`src/eipc_cfg.svh`:
```
/*
 * constants for the emulation interrupt/protect control block:
 * field positions, opcode codes, micro entry addresses, reset values.
 * assumes instruction bit 0 is the msb of a 16-bit word (bit i at [15-i]).
 */
`ifndef EIPC_CFG_SVH
`define EIPC_CFG_SVH

`define EIPC_OP_STORAGE 4'h0
`define EIPC_SUB_SKIP_A 4'h1
`define EIPC_SUB_SKIP_B 4'h0
`define EIPC_SUB_SKIP_C 4'h6
`define EIPC_SUB_SE_A 4'h2
`define EIPC_SUB_SE_B 4'h3
`define EIPC_SUB_ENH_A 4'h4
`define EIPC_SUB_ENH_B 4'h5
`define EIPC_SUB_INTR 4'he
`define EIPC_SUB_INTERREG 4'h8
`define EIPC_SUB_EXTERNAL 4'hf
`define EIPC_DELTA_ALL_ONES 16'hffff
`define EIPC_UADDR_MICRO_INH 8'hbc
`define EIPC_UADDR_MACRO_INH 8'hbe
`define EIPC_UADDR_MICRO_RUN 8'hbd
`define EIPC_UADDR_MACRO_RUN 8'hbf
`define EIPC_PRIME_REL_BIT 0
`define EIPC_RST_PRE_ENABLE 1'b0
`define EIPC_RST_INT_ENABLE 1'b0
`define EIPC_RST_CLEAR_HALT 1'b0
`define EIPC_RST_HALT_BLOCK_N 1'b1

`endif

```
`src/eipc_pkg.sv`:
```
/*
 * types shared by the emulation interrupt/protect control block.
 * assumes the constants header is included by the files that need it.
 */
package eipc_pkg;

	typedef enum logic [2:0] {
		EIPC_D_ZERO8,
		EIPC_D_SIGNEXT,
		EIPC_D_SKIP,
		EIPC_D_INTR,
		EIPC_D_ONES
	} eipc_delta_sel_t;

	typedef enum logic [1:0] {
		EIPC_IE_IDLE,
		EIPC_IE_WAIT_READ,
		EIPC_IE_WAIT_INCP
	} eipc_ie_state_t;

endpackage : eipc_pkg

```
`src/eipc_ctrl.sv`:
```
/*
 * miscellaneous control of the emulation transform: delta translation,
 * protect violation, deferred interrupt enable, interrupt entry address,
 * destination strobe timing and halt blocking.
 * assumes microsequencer strobes are single-cycle pulses on sys_clk_i;
 * the protect switch and memory resume come from pins and are synchronised.
 */
`timescale 1ns/1ps
`include "eipc_cfg.svh"

// Summary of operation
// (RULE1) storage sub-opcode 0xxx or enhanced r=0: delta is eight zeros, bits 8-15
// (RULE2) sub-opcode 1xxx, 2, 3 or enhanced relative: low byte sign extended
// (RULE3) skip sub-opcodes: twelve zeros then bits 12-15
// (RULE4) sub-opcode E: seven zeros, a one, then bits 8-15
// (RULE5) inter-register (sub-opcode 1000): translator off, output all ones
// (RULE6) translation active only with decimal correct and override clear
// (RULE7) relative flag comes from prime register bit 0 (the msb)
// (RULE8) unprotected privileged instruction with protect switch set is a violation
// (RULE9) protected instruction right after unprotected one is a violation
// (RULE10) unprotected miscellaneous instruction with switch set is a violation
// (RULE11) protected-location writes are caught by memory interface, not here
// (RULE12) enable-interrupt emulation sets the pre-enable bit
// (RULE13) plain next instruction: strobe interrupt enable at next read-next
// (RULE14) storage, or enhanced other than type 2 skip, next: enable after its increment-P
// (RULE15) enable set clears the pre-enable bit
// (RULE16) interrupt entry BC micro or BE macro; inhibit takes precedence
// (RULE17) real non-inhibit interrupt: entry BD micro or BF macro
// (RULE18) destination strobe at T4, or resume trailing edge in transform-next
// (RULE19) macro go sets the clear-halt flag
// (RULE20) step mode transform-next clears the clear-halt flag
// (RULE21) halt block driven low on transform-next of memory ref or enhanced
// (RULE22) halt block returns high on increment-P and master clear
// (RULE23) master clear also clears the pre-enable bit
module eipc_ctrl
	import eipc_pkg::*;
(
	// clock and reset
	input wire logic sys_clk_i,
	input wire logic rst_n_i,
	// instruction fields
	input wire logic [15:0] instr_i,
	input wire logic [7:0] instruction_prime_reg_i,
	input wire logic enhanced_i,
	input wire logic skip_type2_i,
	input wire logic misc_instr_i,
	input wire logic instr_protected_i,
	input wire logic interreg_dest_mem_i,
	// status mode bits
	input wire logic decimal_correct_enable_i,
	input wire logic file_select_override_i,
	input wire logic interrupt_kind_select_i,
	input wire logic step_mode_i,
	// microsequencer strobes
	input wire logic read_next_cycle_i,
	input wire logic transform_next_op_i,
	input wire logic increment_p_i,
	input wire logic enable_interrupt_instr_i,
	input wire logic inhibit_interrupt_instr_i,
	input wire logic macro_go_i,
	input wire logic interrupt_transform_i,
	input wire logic false_interrupt_i,
	input wire logic phase_t4_i,
	// pins
	input wire logic protect_switch_i,
	input wire logic mem_resume_i,
	// outputs
	output logic [15:0] delta_o,
	output logic protect_violation_o,
	output logic interrupt_pre_enable_bit_o,
	output logic interrupt_enable_bit_o,
	output logic set_interrupt_enable_strobe_o,
	output logic [7:0] interrupt_uaddr_o,
	output logic dest_strobe_o,
	output logic transform_strobe_delay_o,
	output logic clear_halt_flag_o,
	output logic halt_block_n_o
);
	// synchronised pin levels
	logic prot_sw;
	logic resume_s;
	logic resume_d_reg;

	eipc_sync2 u_sync_prot (
		.sys_clk_i(sys_clk_i),
		.rst_n_i(rst_n_i),
		.d_i(protect_switch_i),
		.q_o(prot_sw)
	);

	eipc_sync2 u_sync_res (
		.sys_clk_i(sys_clk_i),
		.rst_n_i(rst_n_i),
		.d_i(mem_resume_i),
		.q_o(resume_s)
	);

	// instruction decode; bit i of the word is instr_i[15-i]
	wire [3:0] op_f = instr_i[15:12];
	wire [3:0] sub_opcode_field = instr_i[11:8];
	wire [7:0] low_byte = instr_i[7:0];
	wire storage = (op_f == `EIPC_OP_STORAGE);
	// (RULE7) relative flag source
	wire rel_flag = instruction_prime_reg_i[7 - `EIPC_PRIME_REL_BIT];
	wire enh_form = storage && ((sub_opcode_field == `EIPC_SUB_ENH_A)
		|| (sub_opcode_field == `EIPC_SUB_ENH_B));
	wire interreg = storage && (sub_opcode_field == `EIPC_SUB_INTERREG);
	wire is_skip = storage && ((sub_opcode_field == `EIPC_SUB_SKIP_A)
		|| (sub_opcode_field == `EIPC_SUB_SKIP_B) || (sub_opcode_field == `EIPC_SUB_SKIP_C));
	wire is_intr = storage && (sub_opcode_field == `EIPC_SUB_INTR);
	wire se_form = storage && ((sub_opcode_field[3] && !interreg && !is_intr)
		|| (sub_opcode_field == `EIPC_SUB_SE_A) || (sub_opcode_field == `EIPC_SUB_SE_B)
		|| (enh_form && rel_flag));
	// (RULE6) translator enable
	wire xlate_en = !decimal_correct_enable_i && !file_select_override_i;

	// selection: skip and interrupt forms outrank the generic bands
	eipc_delta_sel_t dsel;
	always_comb begin
		if (interreg) begin
			dsel = EIPC_D_ONES;
		end else if (is_intr) begin
			dsel = EIPC_D_INTR;
		end else if (is_skip) begin
			dsel = EIPC_D_SKIP;
		end else if (se_form) begin
			dsel = EIPC_D_SIGNEXT;
		end else begin
			dsel = EIPC_D_ZERO8;
		end
	end

	logic [15:0] delta_next;
	always_comb begin
		case (dsel)
			// (RULE1) zero upper byte
			EIPC_D_ZERO8: delta_next = {8'h00, low_byte};
			// (RULE2) sign extend
			EIPC_D_SIGNEXT: delta_next = {{8{low_byte[7]}}, low_byte};
			// (RULE3) skip count
			EIPC_D_SKIP: delta_next = {12'h000, instr_i[3:0]};
			// (RULE4) interrupt form
			EIPC_D_INTR: delta_next = {8'h01, low_byte};
			// (RULE5) inter-register ones
			EIPC_D_ONES: delta_next = `EIPC_DELTA_ALL_ONES;
			default: delta_next = `EIPC_DELTA_ALL_ONES;
		endcase
		// translator disabled leaves selectors at all ones
		if (!xlate_en) begin
			delta_next = `EIPC_DELTA_ALL_ONES;
		end
	end

	always_ff @(posedge sys_clk_i or negedge rst_n_i) begin
		if (!rst_n_i) begin
			delta_o <= `EIPC_DELTA_ALL_ONES;
		end else begin
			delta_o <= delta_next;
		end
	end

	// protect checks sampled at transform-next; memory writes are not seen here
	wire privileged = enable_interrupt_instr_i || inhibit_interrupt_instr_i
		|| interreg_dest_mem_i || (storage && (sub_opcode_field == `EIPC_SUB_EXTERNAL));
	logic last_unprot_reg;
	// (RULE8) privileged unprotected
	wire viol_priv = !instr_protected_i && prot_sw && privileged;
	// (RULE9) protected after unprotected
	wire viol_seq = instr_protected_i && last_unprot_reg;
	// (RULE10) misc unprotected
	wire viol_misc = !instr_protected_i && prot_sw && misc_instr_i;
	wire viol_any = transform_next_op_i && (viol_priv || viol_seq || viol_misc);

	always_ff @(posedge sys_clk_i or negedge rst_n_i) begin
		if (!rst_n_i) begin
			last_unprot_reg <= 1'b0;
			protect_violation_o <= 1'b0;
		end else begin
			if (transform_next_op_i) begin
				last_unprot_reg <= !instr_protected_i;
			end
			protect_violation_o <= viol_any;
		end
	end

	// deferred interrupt enable
	eipc_ie_state_t ie_reg;
	eipc_ie_state_t ie_next;
	wire deferred_kind = storage || (enhanced_i && !skip_type2_i);
	wire set_ie_now;
	always_comb begin
		ie_next = ie_reg;
		case (ie_reg)
			EIPC_IE_IDLE: begin
				if (enable_interrupt_instr_i) begin
					ie_next = EIPC_IE_WAIT_READ;
				end
			end
			EIPC_IE_WAIT_READ: begin
				// classification at the transform of the following instruction
				if (transform_next_op_i && deferred_kind) begin
					ie_next = EIPC_IE_WAIT_INCP;
				end else if (read_next_cycle_i) begin
					ie_next = EIPC_IE_IDLE;
				end
			end
			EIPC_IE_WAIT_INCP: begin
				if (increment_p_i) begin
					ie_next = EIPC_IE_IDLE;
				end
			end
			default: ie_next = EIPC_IE_IDLE;
		endcase
	end
	// (RULE13) strobe at next read-next; (RULE14) or at increment-P
	assign set_ie_now = ((ie_reg == EIPC_IE_WAIT_READ) && read_next_cycle_i
		&& !(transform_next_op_i && deferred_kind))
		|| ((ie_reg == EIPC_IE_WAIT_INCP) && increment_p_i);

	always_ff @(posedge sys_clk_i or negedge rst_n_i) begin
		if (!rst_n_i) begin
			// (RULE23) master clear drops pre-enable
			ie_reg <= EIPC_IE_IDLE;
			interrupt_pre_enable_bit_o <= `EIPC_RST_PRE_ENABLE;
			interrupt_enable_bit_o <= `EIPC_RST_INT_ENABLE;
			set_interrupt_enable_strobe_o <= 1'b0;
		end else begin
			ie_reg <= ie_next;
			set_interrupt_enable_strobe_o <= set_ie_now;
			// (RULE12) set on enable-interrupt; (RULE15) cleared once enabled
			if (enable_interrupt_instr_i) begin
				interrupt_pre_enable_bit_o <= 1'b1;
			end else if (set_ie_now) begin
				interrupt_pre_enable_bit_o <= 1'b0;
			end
			// a pending enable outranks inhibit-interrupt
			if (set_ie_now) begin
				interrupt_enable_bit_o <= 1'b1;
			end else if (inhibit_interrupt_instr_i) begin
				interrupt_enable_bit_o <= 1'b0;
			end
		end
	end

	// interrupt entry addresses
	wire run_entry = !inhibit_interrupt_instr_i && !false_interrupt_i;
	wire [7:0] uaddr_sel;
	// (RULE16) inhibit entries; (RULE17) run entries
	assign uaddr_sel = run_entry
		? (interrupt_kind_select_i ? `EIPC_UADDR_MACRO_RUN : `EIPC_UADDR_MICRO_RUN)
		: (interrupt_kind_select_i ? `EIPC_UADDR_MACRO_INH : `EIPC_UADDR_MICRO_INH);

	always_ff @(posedge sys_clk_i or negedge rst_n_i) begin
		if (!rst_n_i) begin
			interrupt_uaddr_o <= `EIPC_UADDR_MICRO_INH;
		end else if (interrupt_transform_i) begin
			interrupt_uaddr_o <= uaddr_sel;
		end
	end

	// destination strobe; resume edge found on the second sync flop only
	logic xt_active_reg;
	wire resume_fall = resume_d_reg && !resume_s;
	// (RULE18) strobe timing choice
	wire strobe_next = xt_active_reg ? resume_fall : (phase_t4_i && !transform_next_op_i);

	always_ff @(posedge sys_clk_i or negedge rst_n_i) begin
		if (!rst_n_i) begin
			resume_d_reg <= 1'b0;
			xt_active_reg <= 1'b0;
			dest_strobe_o <= 1'b0;
			transform_strobe_delay_o <= 1'b0;
		end else begin
			resume_d_reg <= resume_s;
			if (transform_next_op_i) begin
				xt_active_reg <= 1'b1;
			end else if (resume_fall) begin
				xt_active_reg <= 1'b0;
			end
			dest_strobe_o <= strobe_next;
			transform_strobe_delay_o <= transform_next_op_i || (xt_active_reg && !resume_fall);
		end
	end

	// halt blocking in any mode; clear-halt flag cleared in step mode
	wire block_halt = transform_next_op_i && (storage || enhanced_i);
	always_ff @(posedge sys_clk_i or negedge rst_n_i) begin
		if (!rst_n_i) begin
			clear_halt_flag_o <= `EIPC_RST_CLEAR_HALT;
			// (RULE22) master clear raises block
			halt_block_n_o <= `EIPC_RST_HALT_BLOCK_N;
		end else begin
			// (RULE19) go sets; (RULE20) step transform clears
			if (macro_go_i) begin
				clear_halt_flag_o <= 1'b1;
			end else if (step_mode_i && transform_next_op_i) begin
				clear_halt_flag_o <= 1'b0;
			end
			// (RULE21) block on decode; set wins over release
			if (block_halt) begin
				halt_block_n_o <= 1'b0;
			end else if (increment_p_i) begin
				halt_block_n_o <= 1'b1;
			end
		end
	end

	// checks
	property p_halt_block;
		@(posedge sys_clk_i) disable iff (!rst_n_i)
		block_halt |=> !halt_block_n_o;
	endproperty
	a_halt_block: assert property (p_halt_block) else $error("halt block not driven low"); // RULE21

	property p_halt_release;
		@(posedge sys_clk_i) disable iff (!rst_n_i)
		(increment_p_i && !block_halt) |=> halt_block_n_o;
	endproperty
	a_halt_release: assert property (p_halt_release) else $error("halt block not released"); // RULE22

	property p_go_sets;
		@(posedge sys_clk_i) disable iff (!rst_n_i)
		macro_go_i |=> clear_halt_flag_o;
	endproperty
	a_go_sets: assert property (p_go_sets) else $error("go did not set clear-halt"); // RULE19

	property p_step_clears;
		@(posedge sys_clk_i) disable iff (!rst_n_i)
		(step_mode_i && transform_next_op_i && !macro_go_i) |=> !clear_halt_flag_o;
	endproperty
	a_step_clears: assert property (p_step_clears) else $error("step did not clear"); // RULE20

	property p_pre_enable;
		@(posedge sys_clk_i) disable iff (!rst_n_i)
		enable_interrupt_instr_i |=> interrupt_pre_enable_bit_o;
	endproperty
	a_pre_enable: assert property (p_pre_enable) else $error("pre-enable not set"); // RULE12

	property p_pre_clear;
		@(posedge sys_clk_i) disable iff (!rst_n_i)
		$rose(interrupt_enable_bit_o) |-> !interrupt_pre_enable_bit_o || $past(enable_interrupt_instr_i);
	endproperty
	a_pre_clear: assert property (p_pre_clear) else $error("pre-enable left set"); // RULE15

	property p_interreg_ones;
		@(posedge sys_clk_i) disable iff (!rst_n_i)
		interreg |=> (delta_o == `EIPC_DELTA_ALL_ONES);
	endproperty
	a_interreg_ones: assert property (p_interreg_ones) else $error("inter-register delta wrong"); // RULE5

	property p_intr_delta;
		@(posedge sys_clk_i) disable iff (!rst_n_i)
		(is_intr && xlate_en) |=> (delta_o == {8'h01, $past(low_byte)});
	endproperty
	a_intr_delta: assert property (p_intr_delta) else $error("interrupt delta wrong"); // RULE4

	property p_uaddr_run;
		@(posedge sys_clk_i) disable iff (!rst_n_i)
		(interrupt_transform_i && run_entry && interrupt_kind_select_i)
			|=> (interrupt_uaddr_o == `EIPC_UADDR_MACRO_RUN);
	endproperty
	a_uaddr_run: assert property (p_uaddr_run) else $error("run entry address wrong"); // RULE17

endmodule : eipc_ctrl

```
`src/eipc_sync2.sv`:
```
/*
 * two-flop synchroniser for one level.
 * assumes d_i comes from another clock domain or a pin.
 */
`timescale 1ns/1ps
module eipc_sync2 (
	// clock and reset
	input wire logic sys_clk_i,
	input wire logic rst_n_i,
	// level
	input wire logic d_i,
	output logic q_o
);
	logic meta_reg;

	always_ff @(posedge sys_clk_i or negedge rst_n_i) begin
		if (!rst_n_i) begin
			meta_reg <= 1'b0;
			q_o <= 1'b0;
		end else begin
			meta_reg <= d_i;
			q_o <= meta_reg;
		end
	end
endmodule : eipc_sync2

```
`config.mk`:
```
export PLATFORM = sky130hd
export DESIGN_NAME = eipc_ctrl
export DESIGN_NICKNAME = d
export VERILOG_FILES = /design/src/eipc_pkg.sv /design/src/eipc_ctrl.sv /design/src/eipc_sync2.sv
export VERILOG_INCLUDE_DIRS = /design/src
export SDC_FILE = /design/constraint.sdc
export NUM_CORES = 1
export LEC_CHECK = 0
export ABC_CLOCK_PERIOD_IN_PS = 2000
export BUFFER_PORTS_ARGS = -buffer_cell sky130_fd_sc_hd__buf_4
export CORE_MARGIN = 3
export CORE_UTILIZATION = 40
export CTS_BUF_LIST = sky130_fd_sc_hd__clkbuf_4 sky130_fd_sc_hd__clkbuf_8
export CTS_CLUSTER_DIAMETER = 80
export DETAILED_ROUTE_END_ITERATION = 10
export HOLD_SLACK_MARGIN = 0.05
export PLACE_DENSITY = 0.82
export SLEW_MARGIN = 20
export SYNTH_ARGS = -nofsm -noshare
export SYNTH_HDL_FRONTEND = slang
export SYNTH_HIERARCHICAL = 1
export SYNTH_SLANG_ARGS = --single-unit
```
`constraint.sdc`:
```
create_clock -name sys_clk_i -period 2 [get_ports sys_clk_i]
set_input_delay 0.3 -clock sys_clk_i [delete_from_list [all_inputs] [get_ports sys_clk_i]]
set_output_delay 0.3 -clock sys_clk_i [all_outputs]
set_load 0.05 [all_outputs]
```
After elaboration in Yosys (flattened, before gate mapping) --
Index checks and enable logic that the tools add are counted.
Operators by class: mux-type cells 25, reduce and logical (&&, ||, !) cells 63, equality and inequality tests 17
Operator list (count):
- 16-bit one-hot mux with 4 select lines | 1
- 1-bit logical AND | 26
- 16-bit two-way mux | 1
- 1-bit logical OR | 15
- 2-bit two-way mux | 7
- 4-bit by 3-bit == test with 1-bit output, second input constant | 3
- 4-bit == test, second input constant | 3
- 1-bit zero test | 12
- 1-bit two-way mux | 12
- 2-bit nonzero test | 5
- 3-bit two-way mux | 3
- 4-bit by 2-bit == test with 1-bit output, second input constant | 2
- 4-bit zero test | 2
- 3-bit by 2-bit == test with 1-bit output, second input constant | 2
- 2-bit one-hot mux with 3 select lines | 1
- 4-bit by 1-bit == test with 1-bit output, second input constant | 1
- 2-bit != test, second input constant | 2
- 3-bit by 1-bit == test with 1-bit output, second input constant | 1
- 3-bit zero test | 1
- 3-bit != test, second input constant | 1
- 3-bit AND reduction | 1
- 2-bit by 1-bit == test with 1-bit output, second input constant | 1
- 2-bit == test, second input constant | 1
- 2-bit zero test | 1
Storage, ports and cells: logic and storage cells 123, flip-flop bits (word level) 41

Longest topological paths before layout --
Gate-level depths: netlist of the first run.
depth after elaboration 16, gate-level depth with buffers 4, mapped depth without buffers 4

Hierarchy --
The synthesis of the first run kept the hierarchy.
By module, submodules not included:
- eipc_ctrl | area each 1182.4 um^2, cells an instance 110, times used 1
- eipc_sync2 | area each 50.0 um^2, cells an instance 2, times used 2

Worst setup path after synthesis of the first run --
OpenSTA, ideal clock, no wires.
path kind input to register, start input instr_i[15], end register interrupt_enable_bit_o, arrival time 1.153 ns, library setup time 0.130 ns, slack 0.718 ns, stages on the path 4, path buffers 0, cell sequence nor4_2 > o21ai_1 > a2bb2oi_2 > o21ai_0
Between the ends: cells in the longest elaborated chain, start to end 7
RTL lines:
- start: declaration | RTL line eipc_ctrl.sv:42 | input wire logic [15:0] instr_i,
- 4-bit zero test (no source line) *
- 1-bit logical OR * | RTL line eipc_ctrl.sv:189 | wire deferred_kind = storage || (enhanced_i && !skip_type2_i);
- 1-bit logical AND * | RTL line eipc_ctrl.sv:217 | && !(transform_next_op_i && deferred_kind))
- 1-bit zero test * | RTL line eipc_ctrl.sv:217
- 1-bit logical AND * | RTL line eipc_ctrl.sv:217
- 1-bit logical OR * | RTL line eipc_ctrl.sv:218 | || ((ie_reg == EIPC_IE_WAIT_INCP) && increment_p_i);
- 1-bit two-way mux or 2-bit nonzero test (tied branches)
- end signal: assignment | RTL line eipc_ctrl.sv:225 | interrupt_enable_bit_o <= `EIPC_RST_INT_ENABLE;
- end: declaration | RTL line eipc_ctrl.sv:71 | output logic interrupt_enable_bit_o,
Mark *: on every way between the ends. The rest lies on a longest branch, timed or not. A chain may end at the register's enable or synchronous reset.

Final worst setup path of the first run --
start register delta_o[14], end output delta_o[14]
RTL lines:
- start: declaration | RTL line eipc_ctrl.sv:68 | output logic [15:0] delta_o,
- start signal: assignment | RTL line eipc_ctrl.sv:156 | delta_o <= `EIPC_DELTA_ALL_ONES;
- start signal: assignment | RTL line eipc_ctrl.sv:158 | delta_o <= delta_next;
No word-level cell between the ends.

==> flow_summary.ini, run 1 <==
[grt]
grt_pass1_vias = 1108
grt_max_degree = 30
grt_usage = 0.153
gr-total-overflow = 0
grt_pass1_wl_mm = 4.84
grt_antenna_before_repair = 0

[power_and_ir_drop]
irDropWorstVdd_mv = 0.530
power_leakage_nw = 0.898
power_density_nw_per_um2 = 814

[layout]
seq_area_um2 = 739
final_util = 0.632
n_antenna_cell = 0
stdcell_count = 222
multi_input_area_um2 = 438
n_fill_cell = 258
largest_reg_flops = 10
finalNetCount = 225
drive_gt1_frac = 0.500
areaGrowthSynthToFinish_pct = 43.0

[die]
fp.dieW_um = 62.6
core_um2 = 2900
std_cell_rows = 19
start_util = 0.442
io_pins = 78
dieArea_um2 = 3920
die-height_um = 62.6

[hold_path]
hp-class = in2reg

[timing]
layout_setup_ws_ns = 0.580
period_needed_ns = 1.42
rsz0062_at_grt = false
fin_crit_sh = 0.710
slew_viol_final = 0
fmax_mhz = 704
skew_ns = 0.00289
hold_violations = 0
setup_viol = 0
hold_ws_ns = 0.0909
setup_tns_ns = 0

[synthesis]
async_flop_share = 1.00
ys_types = 31
synth_seq_cells = 29
yosysMostFrequentCell = dfrtp_1
syn_avg_cell_area_um2 = 11.2
synth_edf_count = 0
ys_top_cells_by_area = dfrtp_1, dfstp_2, buf_4
yosysWarnings = 6
synth_area_um2 = 1280
synth_cells = 114
synth_largest_area_cell = dfrtp_1
ys.flop_type = dfrtp_1
ys_seq_area_frac = 0.577
synth_top_area_frac = 0.351
synth_commonest_cells = dfrtp_1, nand2_1, buf_4

[cts]
cts_tree = yes
cts_resized = 0
cts_setup_buffers = 0
cts_root_buffer = clkbuf_4
clock_latency_ns = 0.31
cts-buffers-inserted = 5
cts.sinks = 29
htreeDepth = 2
clk_pin_slew_ns = 0.09
cts_buffer_depth = 2

[critical_path]
path_delay_family = flip-flops
arrival_ns = 1.12
cp_max_fo = 7
crit_chain = buf_4
crit_path_end_kind = output port
crit_type = reg2out
worstPathRequired_ns = 1.70
cp_slowest_stage_delay_ns = 0.59
path_buf_inv = 1
slowest_stage = dfstp_2
critPathLaunchType = register

[routing]
vias = 1043
drt_iter0_markers = 25
drt_wl_total_mm = 2.74
wl_per_cell_um = 12.4
ant_nets = 0
viasPerCell = 4.70
route.detailed.drc = 0
dr.pass1.iters = 5

[job]
cap_violations = 0

[status]
outcome = complete, no violations

[placement]
gp_congestion = 0.779
dp_cells = 212
io_buffers = 64
post-place-ws_ns = 0.507
dp_hpwl_mm = 2.22
## stage by stage
stage               cell area (µm²)  power [mW]
floorplan                      1300       0.961
global placement               1740        1.10
detailed placement             1740        1.11
CTS                            1820        1.52
global route                   1830        1.58
finish                         1830        1.49
## logic make-up after synthesis
kind of cell,share of synthesized area
AO/OA/AOI/OAI,0.137
flip-flops,0.577
other,0.00586
AND/OR/NAND/NOR,0.154
buffers and inverters,0.0937
multiplexers,0.0332
## cell usage in the layout (no fill, tap or decap), types with 2 or more instances in the layout
cell           netlist  layout
a21o_1               4       4
a21oi_1              4       4
buf_4               12      65
clkbuf_4             0       5
clkbuf_8             0       2
conb_1               2       6
dfrtp_1             18      18
dfstp_2             11      11
dlygate4sd3_1        0       2
inv_1                7       7
mux2_2               2       2
mux2i_1              2       2
nand2_1             14      14
nand2b_1             7       7
nor2_1               5       5
nor2b_1              2       2
nor3_1               2       2
o211ai_1             2       2
o21ai_0              2       2
o21ai_1              2       2
o41ai_1              3       3
## path summary, 6_finish.rpt
path                                              end  slack (ns)           startpoint  cells after the start
min reg2reg                            u_sync_res/q_o        0.36  u_sync_res/meta_reg                      0
min                               u_sync_res/meta_reg        0.09         mem_resume_i                      1
min in group asynchronous                resume_d_reg        0.43              rst_n_i                      2
max in group asynchronous                  delta_o[1]        1.26              rst_n_i                      2
max reg2reg                interrupt_pre_enable_bit_o        0.97            ie_reg[0]                      3
max                                       delta_o[14]        0.58          delta_o[14]                      1
## metal layers
metal / vias to the layer above / global-route usage / part of all wire
met2: 51 / 0.232 / 0.47
met5: - / 0 / 0
met1: 484 / 0.189 / 0.42
met3: 5 / 0.0773 / 0.093
met4: 0 / 0.0496 / 0.015
li1: 503 / - / -
## report_power, final
group          leakage, nW  internal (mW)  total [mW]  switching [mW]
logic                0.530          0.150       0.422           0.271
clock network       0.0413          0.203       0.393           0.189
registers            0.327          0.648       0.678          0.0306
total                0.898           1.00        1.49           0.491
## final cells by class
cell class | instances | area share
flip-flops and latches | 29 | 0.403
repair buffers | 67 | 0.277
multi-input cells | 69 | 0.239
clock buffers | 7 | 0.0355
well taps | 42 | 0.0286
inverters | 7 | 0.0143
clock inverters | 1 | 0.00273
## what timing repair did
action	4_1_cts	5_1_grt
endpoints found under the hold margin	18	1
setup endpoints to repair	0	0
hold buffers	1	1
Note: power is estimated with default switching activity, not from simulation.
==> run 2, diff against run 1 <==
- ABC_CLOCK_PERIOD_IN_PS: 2000 -> 1200
- PLACE_DENSITY: 0.82 -> 0.85
- clock period: 2 -> 1.2 ns (I/O delays scaled with it)
==> run 2 against run 1 <==
  * The run now ends with setup timing left
  * Sequential share of layout area is 2.0 points lower
  * Die area did not move
  * Clock power rose by 39%
  * Sequential power grew 68%
  * Power is 63% higher
  * Worst setup slack worse by 0.68 ns
  * Critical endpoint is now delta_o[12]
  * Largest cell class unchanged
==> flow_summary.ini, run 2 (synthesized netlist as in run 1, its figures left out) <==
[status]
outcome = complete, but fails checks
violations = setup timing

[grt]
grt_antenna_before_repair = 0
gr-total-overflow = 0
grt_max_degree = 30
grt_usage = 0.156
grt_pass1_wl_mm = 4.81
grt_pass1_vias = 1080

[layout]
final_common_cell = buf_4
seq_area_um2 = 739
n_fill_cell = 223
finalNetCount = 229
areaGrowthSynthToFinish_pct = 50.3
n_antenna_cell = 0
multi_input_area_um2 = 438
stdcell_count = 226
largest_reg_flops = 10
mostFrequentLayoutCells = buf_4, dfrtp_1, nand2_1
drive_gt1_frac = 0.495

[critical_path]
path_buf_inv = 1
worstPathRequired_ns = 1.02
critPathLaunchType = register
regToRegStartpoint = ie_reg[0]
cp_max_fo = 7
slowest_stage = dfstp_2
crit_type = reg2out
cp_slowest_stage_delay_ns = 0.60
path_delay_family = flip-flops
crit_path_end_kind = output port
critPathLaunch = delta_o[14]
crit_chain = buf_4
arrival_ns = 1.12

[power_and_ir_drop]
power_density_nw_per_um2 = 1260
irDropWorstVdd_mv = 0.776
power_leakage_nw = 0.936

[routing]
vias = 1056
dr.pass1.iters = 4
wl_per_cell_um = 13.4
drt_wl_total_mm = 3.02
route.detailed.drc = 0
ant_nets = 0
drt_iter0_markers = 40
viasPerCell = 4.67

[timing]
setup_viol = 7
hold_violations = 0
fin_crit_sh = 1.08
skew_ns = 0.00650
layout_setup_ws_ns = -0.100
period_needed_ns = 1.30
hold_ws_ns = 0.0615
rsz0062_at_grt = true
slew_viol_final = 0
fmax_mhz = 769

[die]
std_cell_rows = 19
io_pins = 78
fp.dieW_um = 62.6
start_util = 0.442
dieArea_um2 = 3920
core_um2 = 2900
die-height_um = 62.6

[hold_path]
min_from = macro_go_i
hp-class = in2reg

[cts]
cts_buffer_depth = 2
cts_tree = yes
htreeDepth = 2
cts_root_buffer = clkbuf_4
cts-buffers-inserted = 5
cts.sinks = 29
clock_latency_ns = 0.31
clk_pin_slew_ns = 0.09

[job]
cap_violations = 0

[placement]
dp_hpwl_mm = 2.39
dp_cells = 213
io_buffers = 64
gp_congestion = 0.786
==> run 2: report_power, final <==
part	internal (mW)	switching [mW]	total [mW]
clock	0.221	0.327	0.548
combinational	0.280	0.462	0.742
sequential	1.08	0.0583	1.14
==> run 2: final timing paths <==
path / cells after the start / endpoint / slack (ns)
max in group asynchronous: 2 / delta_o[4] / 0.58
worst max register to register: 3 / interrupt_pre_enable_bit_o / 0.14
worst min register to register: 0 / u_sync_res/q_o / 0.36
min in group asynchronous: 2 / u_sync_res/q_o / 0.31
worst min-delay path: 2 / clear_halt_flag_o / 0.06
worst max-delay path: 1 / delta_o[12] / -0.10
==> run 2: through the flow <==
step                setup WS (ns)  utilization  power [mW]  TNS (ns)  cell area [µm²]
floorplan                  0.0375            -        1.60         0             1300
global placement           -0.116        0.604        1.84    -0.303             1750
detailed placement         -0.131        0.604        1.86    -0.605             1750
CTS                        -0.114        0.645        2.43    -0.790             1870
global route               -0.161        0.665        2.56     -1.24             1930
finish                     -0.100        0.665        2.43    -0.691             1930
==> run 2: cell type report <==
| type | instances | area share |
|---|---|---|
| Clock buffer | 5 | 0.0195 |
| Timing Repair Buffer | 71 | 0.320 |
| Inverter | 7 | 0.0136 |
| Tap cell | 42 | 0.0273 |
| Multi-Input combinational cell | 69 | 0.227 |
| Sequential cell | 29 | 0.384 |
| Clock inverter | 3 | 0.00909 |
==> run 2: routing by layer <==
| layer | up-vias | GRT usage | wire length, µm |
|---|---|---|---|
| li1 | 505 | - | - |
| met1 | 503 | 0.164 | 1110 |
| met2 | 46 | 0.292 | 1700 |
| met3 | 2 | 0.0594 | 204 |
| met4 | 0 | 0.0331 | 12 |
| met5 | - | 0 | 0 |
==> run 2: repair_timing <==
item | 4_1_cts | 5_1_grt
gates resized for setup | 9 | 10
setup buffers | 0 | 0
endpoints found under the hold margin | 20 | 2
hold buffers | 3 | 2
pin swaps | 0 | 0
setup endpoints to repair | 15 | 17
